`config.mk`:
```
export PLATFORM = sky130hd
export DESIGN_NAME = adr_cfg_regs
export DESIGN_NICKNAME = d
export VERILOG_FILES = /design/src/rtl/adr_pkg.sv /design/src/rtl/adr_cfg_regs.sv /design/src/rtl/adr_i2c_slave.sv /design/src/rtl/adr_zero_det.sv
export SDC_FILE = /design/constraint.sdc
export NUM_CORES = 1
export LEC_CHECK = 0
export BUFFER_PORTS_ARGS = -buffer_cell sky130_fd_sc_hd__buf_2
export CORE_MARGIN = 3
export CORE_UTILIZATION = 30
export DETAILED_ROUTE_END_ITERATION = 7
export GPL_ROUTABILITY_DRIVEN = 0
export HOLD_SLACK_MARGIN = 0.05
export PLACE_DENSITY_LB_ADDON = 0.08
export SLEW_MARGIN = 5
export SYNTH_ARGS = -nofsm -noshare
export SYNTH_HDL_FRONTEND = slang
export SYNTH_HIERARCHICAL = 1
export SYNTH_SLANG_ARGS = --single-unit
```
`constraint.sdc`:
```
create_clock -name clk -period 2.6 [get_ports clk]
set_clock_uncertainty 0.2 [all_clocks]
set_input_delay 0.52 -clock clk [delete_from_list [all_inputs] [get_ports clk]]
set_output_delay 0.52 -clock clk [all_outputs]
set_load 0.05 [all_outputs]
```
`src/rtl/adr_pkg.sv`:
```
// Package: constants, codes and carrier types of the audio config register bank
package adr_pkg;

	// ==========================================================
	// Sizes
	localparam int NCH  = 8;
	localparam int SW   = 24;
	localparam int ZD_W = 11;

	// ==========================================================
	// Register offsets and reset values
	localparam logic [7:0] ADDR_CFG_A  = 8'h00;
	localparam logic [7:0] ADDR_CFG_B  = 8'h01;
	localparam logic [7:0] ADDR_CFG_C  = 8'h02;
	localparam logic [7:0] RST_CFG_A   = 8'h83;
	localparam logic [7:0] RST_CFG_B   = 8'h42;
	localparam logic [7:0] RST_CFG_C   = 8'h7C;
	localparam logic [7:0] CFG_C_WMASK = 8'h83;

	// ==========================================================
	// Field positions
	localparam int A_RATIO_LSB = 3;
	localparam int A_BASS_EN   = 5;
	localparam int A_CORR_EN   = 7;
	localparam int B_BYPASS    = 0;
	localparam int B_ZMUTE_EN  = 1;
	localparam int B_FMT_LSB   = 2;
	localparam int B_LSBF      = 5;
	localparam int B_ZCROSS    = 6;
	localparam int B_COMPRESS  = 7;
	localparam int C_PMODE_LSB = 0;
	localparam int C_HP_BYPASS = 7;

	// ==========================================================
	// Codes
	localparam logic [1:0] RATIO_X4    = 2'h0;
	localparam logic [1:0] RATIO_X2    = 2'h1;
	localparam logic [1:0] RATIO_PASS  = 2'h2;
	localparam logic [2:0] FMT_I2S     = 3'h0;
	localparam logic [2:0] FMT_LJ      = 3'h1;
	localparam logic [2:0] FMT_RJ16    = 3'h2;
	localparam logic [2:0] FMT_RJ18    = 3'h3;
	localparam logic [2:0] FMT_RJ20    = 3'h4;
	localparam logic [2:0] FMT_RJ24    = 3'h5;
	localparam logic [1:0] PMODE_FIXED = 2'h0;
	localparam logic [1:0] PMODE_FULL  = 2'h2;
	localparam logic [6:0] I2C_DEV_SA0 = 7'h18;
	localparam logic [6:0] I2C_DEV_SA1 = 7'h19;
	localparam logic [ZD_W-1:0] ZD_LAST = 11'h7FF;

	// ==========================================================
	// Carrier types
	typedef logic [NCH-1:0][SW-1:0] adr_smp_arr_t;
	typedef logic [NCH-1:0][7:0]    adr_vol_arr_t;
	typedef logic [1:0][7:0]        adr_lim_arr_t;

	typedef struct packed {
		logic x4;
		logic x2;
		logic pass;
		logic bad;
	} adr_interp_t;

	typedef struct packed {
		logic       i2s;
		logic       lj;
		logic       rj;
		logic [4:0] rj_bits;
		logic       lsb_first;
		logic       bad;
	} adr_fmt_t;

	typedef struct packed {
		adr_interp_t interp;
		logic        bass_mgmt_en;
		logic        max_power_corr_en;
		logic        dsp_bypass;
		logic        zero_detect_mute_en;
		adr_fmt_t    fmt;
		logic        zero_cross_vol_en;
		logic        limiter_compress_mode;
		logic        fixed_comp;
		logic        full_power;
		logic        om_reserved;
		logic        highpass_bypass;
	} adr_cfg_t;

	typedef struct packed {
		logic       stb;
		logic [7:0] addr;
		logic [7:0] data;
	} adr_wr_t;

endpackage

```
`src/rtl/adr_cfg_regs.sv`:
```
// Configuration register bank top: control port, decode, channel 6, mute, volume
// Notes on behaviour
// - Ratio code selects x4, x2 or pass-through.
// - Bass enable feeds channel 6 from mixer.
// - Max power correction bit, reset one, enables.
// - Correction active only in mode 00 or 10.
// - Bypass bit skips biquad and tone stages.
// - Zero-detect mute enable, reset one, gates muting.
// - 2048 zero samples mute that channel alone.
// - Format field picks I2S, left or right justified.
// - Bit order bit picks MSB or LSB first.
// - Zero-cross bit defers volume to zero crossings.
// - Bit 7 picks anti-clip or compression limiting.
// - Compression thresholds track volume, anti-clip constant.
// - Output mode 00 fixed, 10 full, others reserved.
`timescale 1ns/1ps
module adr_cfg_regs (
	input  wire logic                  clk,
	input  wire logic                  nrst,
	input  wire logic                  scl_i,
	input  wire logic                  sda_i,
	input  wire logic                  sa_i,
	output logic                       sda_o,
	output logic                       sda_oe,
	input  wire logic                  smp_vld,
	input  wire adr_pkg::adr_smp_arr_t map_smp,
	input  wire logic [adr_pkg::SW-1:0] mix_smp,
	input  wire logic                  vol_req,
	input  wire logic [2:0]            vol_req_ch,
	input  wire logic [7:0]            vol_req_val,
	input  wire adr_pkg::adr_lim_arr_t lim_base,
	output adr_pkg::adr_cfg_t          cfg,
	output logic [adr_pkg::SW-1:0]     ch6_smp,
	output logic [adr_pkg::NCH-1:0]    ch_mute,
	output adr_pkg::adr_vol_arr_t      vol_applied,
	output adr_pkg::adr_lim_arr_t      lim_thresh
);
	import adr_pkg::*;

	// ==========================================================
	// Decode functions
	function automatic adr_interp_t dec_interp(input logic [1:0] code);
		adr_interp_t r;
		r      = '0;
		r.x4   = (code == RATIO_X4);
		r.x2   = (code == RATIO_X2);
		r.pass = (code == RATIO_PASS);
		// Code 11 is undefined; flag it and select nothing
		r.bad  = (code == 2'h3);
		return r;
	endfunction

	function automatic adr_fmt_t dec_fmt(input logic [2:0] code, input logic lsbf);
		adr_fmt_t r;
		r           = '0;
		r.lsb_first = lsbf;
		case (code)
			FMT_I2S:  r.i2s = 1'b1;
			FMT_LJ:   r.lj  = 1'b1;
			FMT_RJ16: r     = '{1'b0, 1'b0, 1'b1, 5'h10, lsbf, 1'b0};
			FMT_RJ18: r     = '{1'b0, 1'b0, 1'b1, 5'h12, lsbf, 1'b0};
			FMT_RJ20: r     = '{1'b0, 1'b0, 1'b1, 5'h14, lsbf, 1'b0};
			FMT_RJ24: r     = '{1'b0, 1'b0, 1'b1, 5'h18, lsbf, 1'b0};
			default:  r.bad = 1'b1;
		endcase
		return r;
	endfunction

	// ==========================================================
	// State
	typedef struct packed {
		logic [1:0]            sa_m;
		logic [7:0]            cfg_a;
		logic [7:0]            cfg_b;
		logic [7:0]            cfg_c;
		adr_cfg_t              cfg;
		logic [SW-1:0]         ch6;
		adr_vol_arr_t          vol;
		adr_vol_arr_t          pend_val;
		logic [NCH-1:0]        pend;
		logic [NCH-1:0]        prev_neg;
		adr_lim_arr_t          lim;
	} adr_top_st_t;

	adr_top_st_t    s_r;
	adr_top_st_t    s_nxt;
	adr_wr_t        wr;
	logic [7:0]     rd_addr;
	logic [7:0]     rd_data;
	logic [6:0]     dev_addr;
	logic [NCH-1:0] zc;
	logic [8:0]     lim_sum;

	// ==========================================================
	// Control port
	adr_i2c_slave adr_i2c_slave_inst (
		.clk      (clk),
		.nrst     (nrst),
		.scl_i    (scl_i),
		.sda_i    (sda_i),
		.dev_addr (dev_addr),
		.rd_data  (rd_data),
		.sda_o    (sda_o),
		.sda_oe   (sda_oe),
		.rd_addr  (rd_addr),
		.wr       (wr)
	);

	// ==========================================================
	// Zero detect, one per processing channel after mapping
	genvar g;
	generate
		for (g = 0; g < NCH; g++) begin : g_zd
			adr_zero_det adr_zero_det_inst (
				.clk     (clk),
				.nrst    (nrst),
				.en      (s_r.cfg.zero_detect_mute_en),
				.smp_vld (smp_vld),
				.smp     (map_smp[g]),
				.mute    (ch_mute[g])
			);
		end
	endgenerate

	// ==========================================================
	// Read mux and next state
	always_comb begin
		dev_addr = s_r.sa_m[1] ? I2C_DEV_SA1 : I2C_DEV_SA0;
		case (rd_addr)
			ADDR_CFG_A: rd_data = s_r.cfg_a;
			ADDR_CFG_B: rd_data = s_r.cfg_b;
			ADDR_CFG_C: rd_data = s_r.cfg_c;
			default:    rd_data = 8'h00;
		endcase
		// Zero crossing: sign flip or exact zero on this sample
		for (int i = 0; i < NCH; i++) begin
			zc[i] = smp_vld &&
				((map_smp[i][SW-1] != s_r.prev_neg[i]) || (map_smp[i] == '0));
		end

		s_nxt      = s_r;
		s_nxt.sa_m = {s_r.sa_m[0], sa_i};
		if (wr.stb) begin
			case (wr.addr)
				ADDR_CFG_A: s_nxt.cfg_a = wr.data;
				ADDR_CFG_B: s_nxt.cfg_b = wr.data;
				ADDR_CFG_C: s_nxt.cfg_c = (wr.data & CFG_C_WMASK) |
					(RST_CFG_C & ~CFG_C_WMASK);
				default: begin
				end
			endcase
		end

		// Registered decode of the stored fields
		s_nxt.cfg.interp       = dec_interp(s_r.cfg_a[A_RATIO_LSB +: 2]);
		s_nxt.cfg.bass_mgmt_en = s_r.cfg_a[A_BASS_EN];
		s_nxt.cfg.fixed_comp   = (s_r.cfg_c[C_PMODE_LSB +: 2] == PMODE_FIXED);
		s_nxt.cfg.full_power   = (s_r.cfg_c[C_PMODE_LSB +: 2] == PMODE_FULL);
		s_nxt.cfg.om_reserved  = s_r.cfg_c[C_PMODE_LSB];
		s_nxt.cfg.max_power_corr_en = s_r.cfg_a[A_CORR_EN] &&
			!s_r.cfg_c[C_PMODE_LSB];
		s_nxt.cfg.dsp_bypass          = s_r.cfg_b[B_BYPASS];
		s_nxt.cfg.zero_detect_mute_en = s_r.cfg_b[B_ZMUTE_EN];
		s_nxt.cfg.fmt = dec_fmt(s_r.cfg_b[B_FMT_LSB +: 3], s_r.cfg_b[B_LSBF]);
		s_nxt.cfg.zero_cross_vol_en     = s_r.cfg_b[B_ZCROSS];
		s_nxt.cfg.limiter_compress_mode = s_r.cfg_b[B_COMPRESS];
		s_nxt.cfg.highpass_bypass       = s_r.cfg_c[C_HP_BYPASS];

		// Channel 6 source
		s_nxt.ch6 = s_r.cfg.bass_mgmt_en ? mix_smp : map_smp[5];

		// Volume update, immediate or deferred to a zero crossing
		for (int i = 0; i < NCH; i++) begin
			if (smp_vld) begin
				s_nxt.prev_neg[i] = map_smp[i][SW-1];
			end
			if (zc[i] && s_r.pend[i]) begin
				s_nxt.vol[i]  = s_r.pend_val[i];
				s_nxt.pend[i] = 1'b0;
			end
			if (vol_req && (vol_req_ch == i[2:0])) begin
				if (s_r.cfg.zero_cross_vol_en) begin
					s_nxt.pend[i]     = 1'b1;
					s_nxt.pend_val[i] = vol_req_val;
				end else begin
					s_nxt.vol[i]  = vol_req_val;
					s_nxt.pend[i] = 1'b0;
				end
			end
		end
		// Turning deferral off flushes anything still waiting
		if (!s_r.cfg.zero_cross_vol_en) begin
			for (int i = 0; i < NCH; i++) begin
				if (s_r.pend[i]) begin
					s_nxt.vol[i]  = s_r.pend_val[i];
					s_nxt.pend[i] = 1'b0;
				end
			end
		end

		// Limiter thresholds: compression shifts by channel 1 attenuation
		lim_sum = '0;
		for (int j = 0; j < 2; j++) begin
			lim_sum = {1'b0, lim_base[j]} + {1'b0, s_r.vol[0]};
			if (s_r.cfg.limiter_compress_mode) begin
				s_nxt.lim[j] = lim_sum[8] ? 8'hFF : lim_sum[7:0];
			end else begin
				s_nxt.lim[j] = lim_base[j];
			end
		end
	end

	// ==========================================================
	// State register
	always_ff @(posedge clk) begin
		if (!nrst) begin
			s_r       <= '0;
			s_r.cfg_a <= RST_CFG_A;
			s_r.cfg_b <= RST_CFG_B;
			s_r.cfg_c <= RST_CFG_C;
		end else begin
			s_r <= s_nxt;
		end
	end

	// ==========================================================
	// Outputs
	assign cfg         = s_r.cfg;
	assign ch6_smp     = s_r.ch6;
	assign vol_applied = s_r.vol;
	assign lim_thresh  = s_r.lim;

endmodule // adr_cfg_regs

```
`src/rtl/adr_i2c_slave.sv`:
```
// Two-wire control port slave: byte writes, auto-increment, reads
`timescale 1ns/1ps
module adr_i2c_slave (
	input  wire logic             clk,
	input  wire logic             nrst,
	input  wire logic             scl_i,
	input  wire logic             sda_i,
	input  wire logic [6:0]       dev_addr,
	input  wire logic [7:0]       rd_data,
	output logic                  sda_o,
	output logic                  sda_oe,
	output logic [7:0]            rd_addr,
	output adr_pkg::adr_wr_t      wr
);
	import adr_pkg::*;

	typedef enum logic [2:0] {
		S_IDLE, S_ADDR, S_ACK_A, S_REG, S_ACK_R, S_WDATA, S_RDATA, S_RACK
	} adr_i2c_state_t;

	typedef struct packed {
		logic [1:0]     scl_m;
		logic [1:0]     sda_m;
		logic           scl_p;
		logic           sda_p;
		adr_i2c_state_t st;
		logic [7:0]     sh;
		logic [3:0]     cnt;
		logic [7:0]     ptr;
		logic           rw;
		logic           oe;
		adr_wr_t        wr;
	} adr_i2c_st_t;

	adr_i2c_st_t s_r;
	adr_i2c_st_t s_nxt;
	logic        scl;
	logic        sda;
	logic        rise;
	logic        fall;

	always_comb begin
		scl    = s_r.scl_m[1];
		sda    = s_r.sda_m[1];
		rise   = scl & !s_r.scl_p;
		fall   = !scl & s_r.scl_p;
		s_nxt  = s_r;
		s_nxt.scl_m  = {s_r.scl_m[0], scl_i};
		s_nxt.sda_m  = {s_r.sda_m[0], sda_i};
		s_nxt.scl_p  = scl;
		s_nxt.sda_p  = sda;
		s_nxt.wr.stb = 1'b0;
		if (scl && s_r.scl_p && s_r.sda_p && !sda) begin
			s_nxt.st  = S_ADDR;
			s_nxt.cnt = '0;
			s_nxt.oe  = 1'b0;
		end else if (scl && s_r.scl_p && !s_r.sda_p && sda) begin
			s_nxt.st = S_IDLE;
			s_nxt.oe = 1'b0;
		end else if (rise) begin
			case (s_r.st)
				S_ADDR, S_REG, S_WDATA: begin
					s_nxt.sh  = {s_r.sh[6:0], sda};
					s_nxt.cnt = s_r.cnt + 4'h1;
				end
				S_RACK: begin
					if (sda) begin
						s_nxt.st = S_IDLE;
					end
				end
				default: begin
				end
			endcase
		end else if (fall) begin
			case (s_r.st)
				S_ADDR: begin
					if (s_r.cnt == 4'h8) begin
						if (s_r.sh[7:1] == dev_addr) begin
							s_nxt.st = S_ACK_A;
							s_nxt.oe = 1'b1;
							s_nxt.rw = s_r.sh[0];
						end else begin
							s_nxt.st = S_IDLE;
						end
					end
				end
				S_ACK_A, S_RACK: begin
					s_nxt.cnt = '0;
					if (s_r.rw) begin
						s_nxt.st = S_RDATA;
						s_nxt.sh = rd_data;
						s_nxt.oe = !rd_data[7];
						s_nxt.ptr = s_r.ptr + 8'h01;
					end else begin
						s_nxt.st = S_REG;
						s_nxt.oe = 1'b0;
					end
				end
				S_REG: begin
					if (s_r.cnt == 4'h8) begin
						s_nxt.ptr = s_r.sh;
						s_nxt.st  = S_ACK_R;
						s_nxt.oe  = 1'b1;
					end
				end
				S_ACK_R: begin
					s_nxt.st  = S_WDATA;
					s_nxt.cnt = '0;
					s_nxt.oe  = 1'b0;
				end
				S_WDATA: begin
					if (s_r.cnt == 4'h8) begin
						s_nxt.wr  = '{stb: 1'b1, addr: s_r.ptr, data: s_r.sh};
						s_nxt.ptr = s_r.ptr + 8'h01;
						s_nxt.st  = S_ACK_R;
						s_nxt.oe  = 1'b1;
					end
				end
				S_RDATA: begin
					s_nxt.cnt = s_r.cnt + 4'h1;
					s_nxt.sh  = {s_r.sh[6:0], 1'b0};
					s_nxt.oe  = !s_r.sh[6];
					if (s_r.cnt == 4'h7) begin
						s_nxt.st = S_RACK;
						s_nxt.oe = 1'b0;
					end
				end
				default: begin
				end
			endcase
		end
	end

	always_ff @(posedge clk) begin
		if (!nrst) begin
			s_r       <= '0;
			s_r.scl_m <= 2'h3;
			s_r.sda_m <= 2'h3;
			s_r.scl_p <= 1'b1;
			s_r.sda_p <= 1'b1;
			s_r.st    <= S_IDLE;
		end else begin
			s_r <= s_nxt;
		end
	end

	// Open drain: only ever pulls low
	assign sda_o   = 1'b0;
	assign sda_oe  = s_r.oe;
	assign rd_addr = s_r.ptr;
	assign wr      = s_r.wr;

endmodule // adr_i2c_slave

```
`src/rtl/adr_zero_det.sv`:
```
// Per-channel zero-run detector driving the automatic mute
`timescale 1ns/1ps
module adr_zero_det (
	input  wire logic                  clk,
	input  wire logic                  nrst,
	input  wire logic                  en,
	input  wire logic                  smp_vld,
	input  wire logic [adr_pkg::SW-1:0] smp,
	output logic                       mute
);
	import adr_pkg::*;

	typedef struct packed {
		logic [ZD_W-1:0] cnt;
		logic            mute;
	} adr_zd_st_t;

	adr_zd_st_t st_r;
	adr_zd_st_t st_nxt;

	always_comb begin
		st_nxt = st_r;
		if (smp_vld) begin
			if (smp == '0) begin
				if (st_r.cnt == ZD_LAST) begin
					st_nxt.mute = 1'b1;
				end else begin
					st_nxt.cnt = st_r.cnt + 11'h001;
				end
			end else begin
				st_nxt.cnt  = '0;
				st_nxt.mute = 1'b0;
			end
		end
		// Disabling releases the mute at once; the run count keeps going
		if (!en) begin
			st_nxt.mute = 1'b0;
		end
	end

	always_ff @(posedge clk) begin
		if (!nrst) begin
			st_r <= '0;
		end else begin
			st_r <= st_nxt;
		end
	end

	assign mute = st_r.mute;

endmodule // adr_zero_det

```
==> reports/results.txt, run 1 <==
The flow ran to the end, and the final reports show no timing, DRC or antenna violations. Post-synthesis adder-cell area fraction: 0.0195. The total of endpoints with negative setup slack in the final report is 0, and the share of the cycle needed by the critical path after routing is 0.959. In this run the worst path has a maximum fanout of 7. Along the worst hold path, the cell count comes to 3. A synthesized cell averages 8.29 um2. At the later pin of the worst-skew pair, clock insertion delay measures 0.58 ns. In the final routed layout, each cell accounts on average for 19.6 um. In the routed design, unresolved DRC markers number 0. Fill cells in the final layout number 7395. The fraction of synthesized cell area taken by the top area cell type is 0.338, and the largest net degree at the start of global routing is 82. Dominant combinational cell family by area after synthesis: simple AND/OR/NAND/NOR gates.

Summed over all cells, the static leakage comes to 9.84 nW. The post-synthesis simple-gate area fraction was 0.269. The worst setup path is of the primary input to flop kind.

The global-route congestion overflow total was 0. Power comes to 14.2 mW. Clock tree synthesis inserted a total of 48 buffers. The smallest clock period supported by the final layout is computed as 2.49 ns. The run gives 0.410 as the sequential power share. Initial core utilization: 0.305. Half-perimeter wire length after placement: 54700 um. The area growth from synthesis to layout is 20.2%. Max-cap violations in this run came to 0. After clock tree synthesis, the clock-pin slew on the worst setup and hold paths is 0.05 ns.

The detailed-router iteration count before antenna repair is 6. TritonCTS built the clock tree. Pin placement for this block handled 388 I/O pins.

For the netlist area before placement, the log shows 22000 um2. The number of H-tree levels is 2. The sink count of the clock tree was 371; the total negative slack for setup checks was 0 ns. The analysis attributes to net switching a power of 3.63 mW.

The final instance area was 26400 um2. The number of cell rows was 98; the layout cell share with drive strength beyond 1 was 0.223. The startpoint of the most critical register-to-register path is vol_applied[0]$_SDFF_PN0_. For the number of setup buffers added after CTS, the log shows 0. In this run the standard cell core region covers 72000 um2. The worst setup path is launched from a primary input.

Synthesis instantiated 91 different standard cells from the library. For the fraction of the yosys area taken by sequential cells, the log shows 0.338. The total count of hold-check failures in the final report came out at 0.

The xor and xnor fraction of the mapped netlist area works out to 0.0126. The worst-case IR drop observed on VDD is 0.000414 V. The first global-routing pass estimated 120000 um of wire. For this block, the routed nets add up to 76700 um of wire. Summing all multi-input logic gate instances after layout gives 12400 um2. The routing layer with the top usage in global route is met2.

The tools report the worst hold margin as 0.0791 ns. The flip-flop and latch area was 7430 um2; the number of global-route vias before repair was 20400. In this run, synthesis produced a sequential element count of 371. The global-route met2 utilization is 0.330. Dividing total power by cell area gives a power density of 537 nW/um2. The area fraction in compound gates after synthesis works out to 0.195. The number of input and output port buffers inserted was 385; the count of vias placed by the detailed router was 20800.

The met3 track utilization from global routing is 0.0346, and the global-route usage over all layers is 0.193. The floorplan step set the die width to 277 um. For this run, the top clock speed supported by timing is 0.401 GHz.

The switching share of power was 0.256. The tools report the share of power burned in combinational logic as 0.099. Most instantiated flip-flop cell in the synthesis netlist: sky130_fd_sc_hd__dfxtp_1.

The tools report the register-to-register setup slack as 0.15 ns. The transition time of the tightest slew-check pin came out at 0.762 ns. The mux cell area share after synthesis was 0.0625; the remaining antenna violation count after routing was 0.

The tools report the data arrival at the endpoint of the critical path as 2.76 ns. The logs give 2649 for the cell count after synthesis and 0.250 for the met1 layer usage reported by global route. The required time of the critical path came out at 2.87 ns. The worst hold endpoint was ch6_smp[22]$_SDFF_PN0_. The end of the worst register-to-register path was lim_thresh[1]$_SDFF_PN0_. The tools report the number of antenna violations at the first check in global routing as 5.

The largest total area in the synthesized netlist belongs to sky130_fd_sc_hd__dfxtp_1. For this run, the post-layout net count is 3209. The die footprint came out at 76500 um2. Yosys printed 6 warnings. The run gives 0.487 as the worst slew margin relative to its limit.

In this run, synthesis inferred 0 flip-flops with an integrated enable. No sink is reached through more buffers than the 3 on the longest clock path. Clock power share: 0.491.

Setup repair after global routing left no endpoint under its margin. Fraction of synthesis flops using an asynchronous set or reset pin: 0. The worst hold path belongs to the class primary input to flop. Measured along the y axis, the die boundary spans 277 um. The final-report max-slew violation count was 0. The tree is rooted in a sky130_fd_sc_hd__clkbuf_16.

The worst register-to-register path has a depth of 7. In the post-synthesis netlist, the biggest area contributors are sky130_fd_sc_hd__dfxtp_1 (34%), sky130_fd_sc_hd__mux2i_1 (6.2%), sky130_fd_sc_hd__buf_4 (5.6%). STA classifies the critical path endpoint as a flop. Number of DRC markers in iteration 0: 1196.

The post-detailed-route via-to-cell ratio was 5.30. For the cell area after placement, the log shows 24200 um2. The run gives 10.6 mW as the internal power component. In this run the most critical hold path is launched from mix_smp[22].
[logic make-up (layout without fill, tap and decap cells)]
logic type / count (synthesis) / count (layout)
buffers and inverters: 394 / 704
DFF: 371 / 371
xor gates and xnor gates: 30 / 30
adders and majority gates: 33 / 33
muxes: 137 / 137
AOI/OAI and AO/OA: 618 / 618
other: 3 / 9
and+or+nand+nor: 1063 / 1063
[area by class of cell]
cell class / instances / share of cell area
sequential: 371 / 0.281
antenna: 1 / 0.0000948
clock buffer: 76 / 0.0575
multi-input combinational: 1889 / 0.469
timing repair buffer: 540 / 0.130
clock inverter: 12 / 0.00550
tap: 950 / 0.0450
inverter: 76 / 0.0113
[worst max path at each step]
stage / startpoint / to / slack [ns] / cells after the start
final: lim_base[1] / lim_thresh[1]$_SDFF_PN0_ / 0.11 / 8
after detailed placement: lim_base[0] / lim_thresh[6]$_SDFF_PN0_ / -0.13 / 8
after floorplan: lim_base[0] / lim_thresh[2]$_SDFF_PN0_ / 0.15 / 7
after global placement: lim_base[0] / lim_thresh[2]$_SDFF_PN0_ / -0.09 / 8
after CTS: lim_base[1] / lim_thresh[1]$_SDFF_PN0_ / 0.07 / 8
after global routing: vol_applied[0]$_SDFF_PN0_ / lim_thresh[1]$_SDFF_PN0_ / 0.04 / 7
[metrics by stage]
step                cells  utilization  setup slack (ns)
detailed placement   3774        0.336            -0.131
global route         3915        0.367            0.0363
finish               3915        0.367             0.107
CTS                  3914        0.367            0.0704
global placement     3774        0.336           -0.0903
floorplan            2654            -             0.153
[cell usage in the layout (no fill, tap or decap), drive strengths merged, types with 16 or more instances in the layout]
| cell type | n |
|---|---|
| a211o | 16 |
| a21boi | 82 |
| a21oi | 157 |
| and2 | 31 |
| and3 | 26 |
| and3b | 20 |
| and4 | 16 |
| buf | 488 |
| clkbuf | 76 |
| dfxtp | 371 |
| dlygate4sd3 | 52 |
| ha | 31 |
| inv | 77 |
| mux2i | 135 |
| nand2 | 251 |
| nand2b | 16 |
| nand3 | 156 |
| nand4 | 50 |
| nor2 | 128 |
| nor2b | 88 |
| nor3 | 38 |
| nor4 | 104 |
| o211ai | 24 |
| o21ai | 92 |
| o221a | 16 |
| o22ai | 71 |
| o31ai | 17 |
| or3 | 38 |
| or4 | 37 |
| xnor2 | 21 |
[Yosys cell counts, drive strengths merged, types with 12 or more instances]
cell / n
inv: 75
a211o: 16
buf: 188
mux2i: 135
nor2: 128
xnor2: 21
o221a: 16
o31ai: 17
or3: 38
clkbuf: 128
o21ai: 92
dfxtp: 371
or4: 37
and2: 31
a21oi: 157
and4: 16
o22ai: 71
ha: 31
nor3b: 14
o211ai: 24
nand3: 156
nand2b: 16
nand4: 50
nand2: 251
nor4bb: 12
nor2b: 88
nor3: 38
a21boi: 82
and3b: 20
nor4: 104
and3: 26
[repair_timing]
| action | CTS | global route |
|---|---|---|
| gates resized for setup | 0 | 3 |
| endpoints found under the hold margin | 37 | 0 |
| hold buffers | 52 | 0 |
| setup endpoints to repair | 0 | 14 |
[power by group through the flow]
stage          Clock, mW  Sequential (mW)  Combinational, mW
5_1_grt             7.45             5.83               1.52
2_1_floorplan          0             5.92              0.808
3_5_place_dp           0             5.95               1.35
4_1_cts             7.23             5.82               1.41
3_3_place_gp           0             5.95               1.33
6_report            6.96             5.82               1.40
[flip-flops by register name, indices dropped and copies added, names as in the netlist]
name,flops
adr_i2c_slave_inst/sda_oe,1
lim_thresh,16
adr_i2c_slave_inst/rd_addr,8
cfg,22
vol_applied,64
adr_i2c_slave_inst/wr,17
adr_i2c_slave_inst/s_nxt,4
s_r,93
g_zd.adr_zero_det_inst/st_r,88
ch6_smp,24
s_nxt,8
g_zd.adr_zero_det_inst/mute,8
adr_i2c_slave_inst/s_r,18
[critical path, cell delays in order]
cell and delay (ns):
sky130_fd_sc_hd__dlygate4sd3_1 0.54, sky130_fd_sc_hd__buf_2 0.15, sky130_fd_sc_hd__fa_1 0.44, sky130_fd_sc_hd__a21oi_1 0.15
sky130_fd_sc_hd__nor2b_1 0.08, sky130_fd_sc_hd__a311oi_1 0.42, sky130_fd_sc_hd__o21ai_2 0.21, sky130_fd_sc_hd__o221a_1 0.26
[routing by layer]
metal,share of wire,wire length (um)
met1,0.45,34300
met2,0.48,36600
met3,0.053,4100
met4,0.023,1790
met5,0,0
No activity file was read; power rests on OpenSTA's default activity.
==> inputs of run 2 (changes only) <==
- CORE_UTILIZATION: 30 -> 57
==> reports/results.txt, run 2 (synthesized netlist as in run 1, its figures left out) <==
The average detailed-routed wire length per instance was 18.8 um; the share of the cycle needed by the critical path after routing was 0.963. For the number of buffers on the longest clock path, the log shows 3. STA classifies the critical path startpoint as a primary input.

The clock tree synthesis step divided the H-tree into 2 levels. The post-layout minimum cycle time works out to 2.50 ns. The highest net fanout along the worst path works out to 7.

After clock tree synthesis, the setup repair step added 0 buffers. Entering global routing, the biggest net connects 110 pins. The wire length reported by the detailed router is 64500 um.

The min-delay analysis places its worst path in the category primary input to flop. The leakage power was 9.54 nW. For the highest ir drop seen on vdd, the log shows 0.000715 V. From synthesis to final layout, the design area changed by 15.1%.

After detailed placement, the total cell area comes to 23400 um2. The number of antenna violations at the first check in global routing is 1, and the layout cell share with drive strength beyond 1 is 0.216. The worst min-delay path startpoint was map_smp[135].

TritonCTS built the clock tree. The total count of hold-check failures in the final report was 0. The commonest non-fill, non-tap cell in the layout was sky130_fd_sc_hd__buf_2.

For the share of power burned in combinational logic, the log shows 0.099. The die footprint was 40900 um2; the die height was 202 um. The final-report max-slew violation count was 0; the sink count of the clock tree was 371. Ranked by flip-flop count, first place goes to s_r.

Clock-pin slew was measured on the worst setup and hold paths at 0.05 ns. For the half-perimeter wire length after placement, the log shows 45400 um. The number of DRC markers in iteration 0 is 1846. The top-level I/O count was 388. The number of input and output port buffers inserted works out to 385. Summing over every cut layer, the via total after detailed routing is 21100. The clock power share was 0.471. In this run the core area contains 71 standard-cell rows.

In the routed layout, each cell is associated on average with a via count of 6.17. The kind of critical path is primary input to flop. STA puts the critical path data arrival time at 2.74 ns. The remaining antenna violation count after routing was 0.

The launching instance or port of the critical path is lim_base[4]. The number of DRC violations after detailed routing was 0; the net switching component of the power was 3.43 mW. The flow ran to the end, and the final reports show no timing, DRC or antenna violations. The initial core utilization is 0.581.

The tools report the kind of end point of the critical path as a flop. Width of the die: 202 um. For this design the ratio of total power to cell area is 535 nW/um2.

The total of endpoints with negative setup slack in the final report came out at 0. The logs give 0.400 GHz for the highest clock rate and 103000 um for the global-route wire length before repair. The number of global-route vias before repair is 20100, and the area of the core is 37800 um2. Cell internal power was estimated by the tool at 10.1 mW. Across the run, the number of max-cap violations was 0. For the pin with the worst max-slew slack, the measured transition is 0.656 ns. The required time of the critical path was 2.84 ns; the worst-skew pair later-pin latency was 0.57 ns. The register with the most flip-flops in the layout has 93 of them. The worst register-to-register path begins at vol_applied[0]$_SDFF_PN0_.

The run gives 8 as the detailed-router iteration count before antenna repair. The switching share of power was 0.253. Leaving out fill and tap cells, the most frequent cells in the layout are sky130_fd_sc_hd__buf_2 (383), sky130_fd_sc_hd__dfxtp_1 (370), sky130_fd_sc_hd__nand2_1 (251). The sequential power share was 0.431.

The logs give 0.556 for the worst slew margin relative to its limit and 13.5 mW for the power after layout. The global-route usage over all layers came out at 0.298. Summed over all layers, the global routing overflow is 0.

The final instance area is 25300 um2. The library cell used as clock root buffer is sky130_fd_sc_hd__clkbuf_16. The final layout contains 3163 nets. In this run, CTS created clock tree buffers numbering 44.
[run 2: worst paths after layout]
check	end	depth (start not counted)	slack [ns]
setup / recovery	lim_thresh[3]$_SDFF_PN0_	8	0.1
hold / removal	ch6_smp[15]$_SDFF_PN0_	3	0.07
setup reg to reg	lim_thresh[13]$_SDFF_PN0_	7	0.12
hold reg to reg	adr_i2c_slave_inst/s_nxt[43]$_SDFF_PN1_	1	0.21
[run 2: metal layers]
metal  wire length [um]  share of wire  global-route usage
met5                  0              0                   0
met4               1880          0.029               0.101
met3               4470          0.069              0.0470
met2              30100           0.47               0.488
met1              28000           0.43               0.401
[run 2: area by class of cell]
cell class	count	area, um2
fill	3229	12600
multi-input combinational	1889	12400
sequential	371	7430
timing repair buffer	498	3020
clock buffer	67	1370
tap	511	639
inverter	76	299
clock inverter	15	153
antenna	1	2.50
[run 2: power by group through the flow]
stage	sequential [mW]	combinational [mW]	clock [mW]
floorplan	5.92	0.808	0
CTS	5.82	1.31	6.48
detailed placement	5.94	1.27	0
global placement	5.94	1.24	0
finish	5.82	1.33	6.37
global route	5.82	1.43	6.68
[run 2: critical path: stages]
cell	delay [ns]
sky130_fd_sc_hd__dlygate4sd3_1	0.54
sky130_fd_sc_hd__buf_2	0.14
sky130_fd_sc_hd__ha_1	0.38
sky130_fd_sc_hd__a21oi_1	0.22
sky130_fd_sc_hd__nor2b_1	0.07
sky130_fd_sc_hd__a311oi_1	0.33
sky130_fd_sc_hd__o21ai_1	0.26
sky130_fd_sc_hd__o221a_1	0.28
[run 2: through the flow]
step            TNS [ns]  worst slack (ns)  hold WS, ns  instances  utilization
6_report               0            0.0972       0.0745       3428        0.668
3_3_place_gp      -0.396           -0.0351        0.195       3311        0.619
3_5_place_dp       -1.09            -0.116        0.198       3311        0.619
5_1_grt        -0.000769         -0.000762       0.0709       3427        0.668
4_1_cts                0             0.114       0.0507       3427        0.668
2_1_floorplan          0             0.153        0.186       2654            -
[run 2: repair_timing]
item,in CTS,in global routing
hold endpoints to repair,32,0
gates resized for setup,0,1
hold buffers,34,0
endpoints found under the setup margin,0,7
==> inputs of run 3 (changes only) <==
- CORE_MARGIN: 3 -> 4
- CORE_UTILIZATION: 57 -> 56
- SYNTH_HIERARCHICAL: 1 -> default
==> reports/results.txt, run 3 <==
Routing layer with the top usage in global route: met2. The synthesized netlist occupies a cell area of 19000 um2. After layout, the design draws a total of 13.0 mW.

The top cell types in the final layout, fill and taps aside, are sky130_fd_sc_hd__buf_2 (384), sky130_fd_sc_hd__dfxtp_1 (370), sky130_fd_sc_hd__a21oi_1 (280). For the number of DRC violations after detailed routing, the log shows 0. The kind of launch point of the worst setup path is a primary input. The first routing iteration left 1308 violations. The final net count is 2908, and the post-layout minimum cycle time is 2.48 ns.

The run gives 2 as the number of H-tree levels. The number of input and output port buffers inserted came out at 385. The switching share of power is 0.242. For the worst-skew pair, the clock arrives at the later sink with an insertion delay of 0.53 ns. For the worst setup path, the data required time is 2.80 ns. The flip-flop count of the largest register, all copies and words added is 93, and the CTS buffer count is 40. The register bank with the most flops is s_r. The clock power share is 0.461, and the layout cell share with drive strength beyond 1 is 0.216. The remaining antenna violation count after routing is 0, and the die height is 192 um. Leaving out fill and tap cells, the most frequent cell in the layout is sky130_fd_sc_hd__buf_2. Global-route usage over all layers: 0.283. The tools report the number of global-route vias before repair as 16600.

At the placement stage, the worst setup path has a slack of -0.193 ns. Yosys instantiated no cell more often than sky130_fd_sc_hd__dfxtp_1. The post-detailed-route via-to-cell ratio is 5.74.

The largest total area in the synthesized netlist belongs to sky130_fd_sc_hd__dfxtp_1. The tools report the initial core utilization as 0.567. Once placement finished, the instance area stood at 20700 um2.

TritonCTS built the clock tree. For the number of antenna violations at the first check in global routing, the log shows 8. The global-route congestion overflow total is 0, and the highest clock rate is 0.402 GHz.

The power per standard cell area was 583 nW/um2; the total of endpoints with negative setup slack in the final report was 0. Kind of critical path: primary input to flop. The die footprint was 36900 um2; the fill cell total of the finished layout was 2900.

The logs give 0.392 for the fraction of the yosys area taken by sequential cells and 2.69 ns for the data arrival at the endpoint of the critical path. The signal on the critical path passes through dlygate4sd3_1 > buf_2 > nor4_1 > nand4_1 > buf_4 > o41ai_4 > nor3_1 > xnor2_1 > nor2_1. The run gives 2362 as the cell count after synthesis.

The width of the die is 192 um. The wire length reported by the detailed router was 55300 um. The top-level I/O count was 388; the met3 track utilization from global routing was 0.0467. The tools report the number of cell rows as 67.

After routing the design area is 22300 um2. The share of power burned in combinational logic is 0.091, and the CTS clock-pin slew for the worst setup and hold paths is 0.06 ns. The fraction of synthesis flops using an asynchronous set or reset pin is 0.

The analysis attributes to cell leakage a power of 8.66 nW. The total count of hold-check failures in the final report was 0. The synthesis warning total came out at 0. On the worst path, the slowest cell contributes a delay of 0.54 ns.

The run gives 0.115 ns as the setup slack after layout. VDD sags by at most 0.000581 V. Setup repair after global routing left no endpoint under its margin.

The share of the cycle needed by the critical path after routing was 0.956. On the final layout, the worst hold slack is 0.0690 ns. The total negative slack for setup checks came out at 0 ns.

In this run, placement finished with an instance count of 3004. The global-route met2 utilization is 0.484, and the global-route wire length before repair is 85000 um. Among all flip-flop cells after synthesis, the most frequent one is sky130_fd_sc_hd__dfxtp_1.

Once detailed placement completed, the half-perimeter wirelength came to 38800 um. The net switching component of the power is 3.15 mW, and the number of buffers on the longest clock path is 3. The flow ran to the end, and the final reports show no timing, DRC or antenna violations.

Sorting the synthesized cells by how often they occur yields sky130_fd_sc_hd__dfxtp_1 (371), sky130_fd_sc_hd__a21oi_1 (280), sky130_fd_sc_hd__nand2_1 (242). The sequential power share came out at 0.448. The tightest min-delay check is of the primary input to flop type. The average detailed-routed wire length per instance was 17.8 um; the count of distinct cell types in the synthesized netlist was 76. Highest net fanout along the worst path: 6. By area the synthesized netlist is led by sky130_fd_sc_hd__dfxtp_1 (39%), sky130_fd_sc_hd__a21oi_1 (7.4%), sky130_fd_sc_hd__mux2i_1 (6.1%). The pre-antenna-repair detailed-routing pass consisted of 5 iterations. The logs give 0.469 for the worst slew margin relative to its limit and 71 for the largest net degree at the start of global routing. The run gives 9.86 mW as the internal power component. Area growth from synthesis to layout: 17.7%. The tree is rooted in a sky130_fd_sc_hd__clkbuf_16. The post-synthesis average cell area was 8.02 um2. The area of the core was 33400 um2. CTS saw 371 sinks. In this run, synthesis produced a sequential element count of 371. Excluding fillers, the count of instances in the completed layout stands at 3103.

The transition time of the tightest slew-check pin was 0.794 ns. Fraction of synthesized cell area taken by the top area cell type: 0.392. The logs give 0.366 for the met1 layer usage reported by global route and 0.667 for the end-of-flow core utilization. Yosys mapped a number of flops with a built-in enable equal to 0.

The routed layout has 17800 vias. The final-report max-slew violation count was 0. The run gives 0 as the max-cap violation count. For this design, the slowest cell found on the critical path is sky130_fd_sc_hd__dlygate4sd3_1.

The kind of end point of the critical path was a flop.
[run 3: cell types whose count changed in the layout (fill, tap and decap cells not counted), moves of 19 or more]
cell / change
sky130_fd_sc_hd__a21boi_1: -77
sky130_fd_sc_hd__a21oi_1: +123
sky130_fd_sc_hd__mux2i_1: -19
sky130_fd_sc_hd__nand3_1: -21
sky130_fd_sc_hd__nor2_1: +96
sky130_fd_sc_hd__nor2b_1: -83
sky130_fd_sc_hd__nor4_1: -42
sky130_fd_sc_hd__o21ai_0: +72
sky130_fd_sc_hd__o21ai_1: -50
sky130_fd_sc_hd__or4_1: -33
[run 3: kinds of logic (layout without fill, tap and decap cells)]
logic type | count (synthesis) | in the layout | share of synthesized area
adder cells (fa/ha/maj) | 37 | 37 | 0.0252
AO/OA/AOI/OAI | 564 | 564 | 0.176
XOR/XNOR | 61 | 61 | 0.0286
AND/OR/NAND/NOR | 859 | 859 | 0.217
other | 1 | 8 | 0.000198
buffers and inverters | 353 | 639 | 0.0994
flip-flops | 371 | 371 | 0.392
multiplexers | 116 | 116 | 0.0613
[run 3: timing repair]
item | in CTS | in global routing
resized for setup | 0 | 1
setup endpoints to repair | 0 | 23
buffers inserted | 0 | 1
hold buffers | 22 | 0
hold endpoints to repair | 20 | 0
[run 3: layout make-up]
cell class              count  area, um2  area share
flip-flops and latches    371       7430       0.333
multi-input cells        1639       9660       0.433
clock inverters            14        226      0.0101
clock buffers              56       1150      0.0516
well taps                 448        561      0.0251
diodes                      6       15.0    0.000673
inverters                  75        284      0.0127
repair buffers            494       2990       0.134
[run 3: path summary, 6_finish.rpt]
| check | start | to | slack [ns] | cells after the start |
|---|---|---|---|---|
| max | map_smp[132] | g_zd[5].adr_zero_det_inst.st_r[10]$_SDFFE_PN0P_ | 0.12 | 9 |
| min | mix_smp[8] | ch6_smp[8]$_SDFF_PN0_ | 0.07 | 3 |
| max reg2reg | vol_applied[0]$_SDFF_PN0_ | lim_thresh[10]$_SDFF_PN0_ | 0.13 | 8 |
| min reg2reg | adr_i2c_slave_inst.s_nxt[47]$_SDFF_PN1_ | adr_i2c_slave_inst.s_nxt[43]$_SDFF_PN1_ | 0.21 | 1 |
[run 3: layer usage]
metal,wire [um],vias up
met5,22,-
li1,-,8726
met4,1760,4
met2,26400,595
met1,23300,8400
met3,3900,96
[run 3: power groups by stage]
| stage | logic (mW) | clock network (mW) | registers (mW) |
|---|---|---|---|
| finish | 1.19 | 6.00 | 5.83 |
| detailed placement | 1.15 | 0 | 5.96 |
| global placement | 1.13 | 0 | 5.95 |
| global route | 1.28 | 6.33 | 5.84 |
| CTS | 1.18 | 6.09 | 5.83 |
| floorplan | 0.750 | 0 | 5.93 |
[run 3: worst max-delay path: cells and delay by family]
| kind | cells | cell delay (ns) |
|---|---|---|
| AOI/OAI and AO/OA | 1 | 0.49 |
| xor gates and xnor gates | 1 | 0.15 |
| buffers and inverters | 3 | 0.86 |
| and+or+nand+nor | 4 | 0.67 |
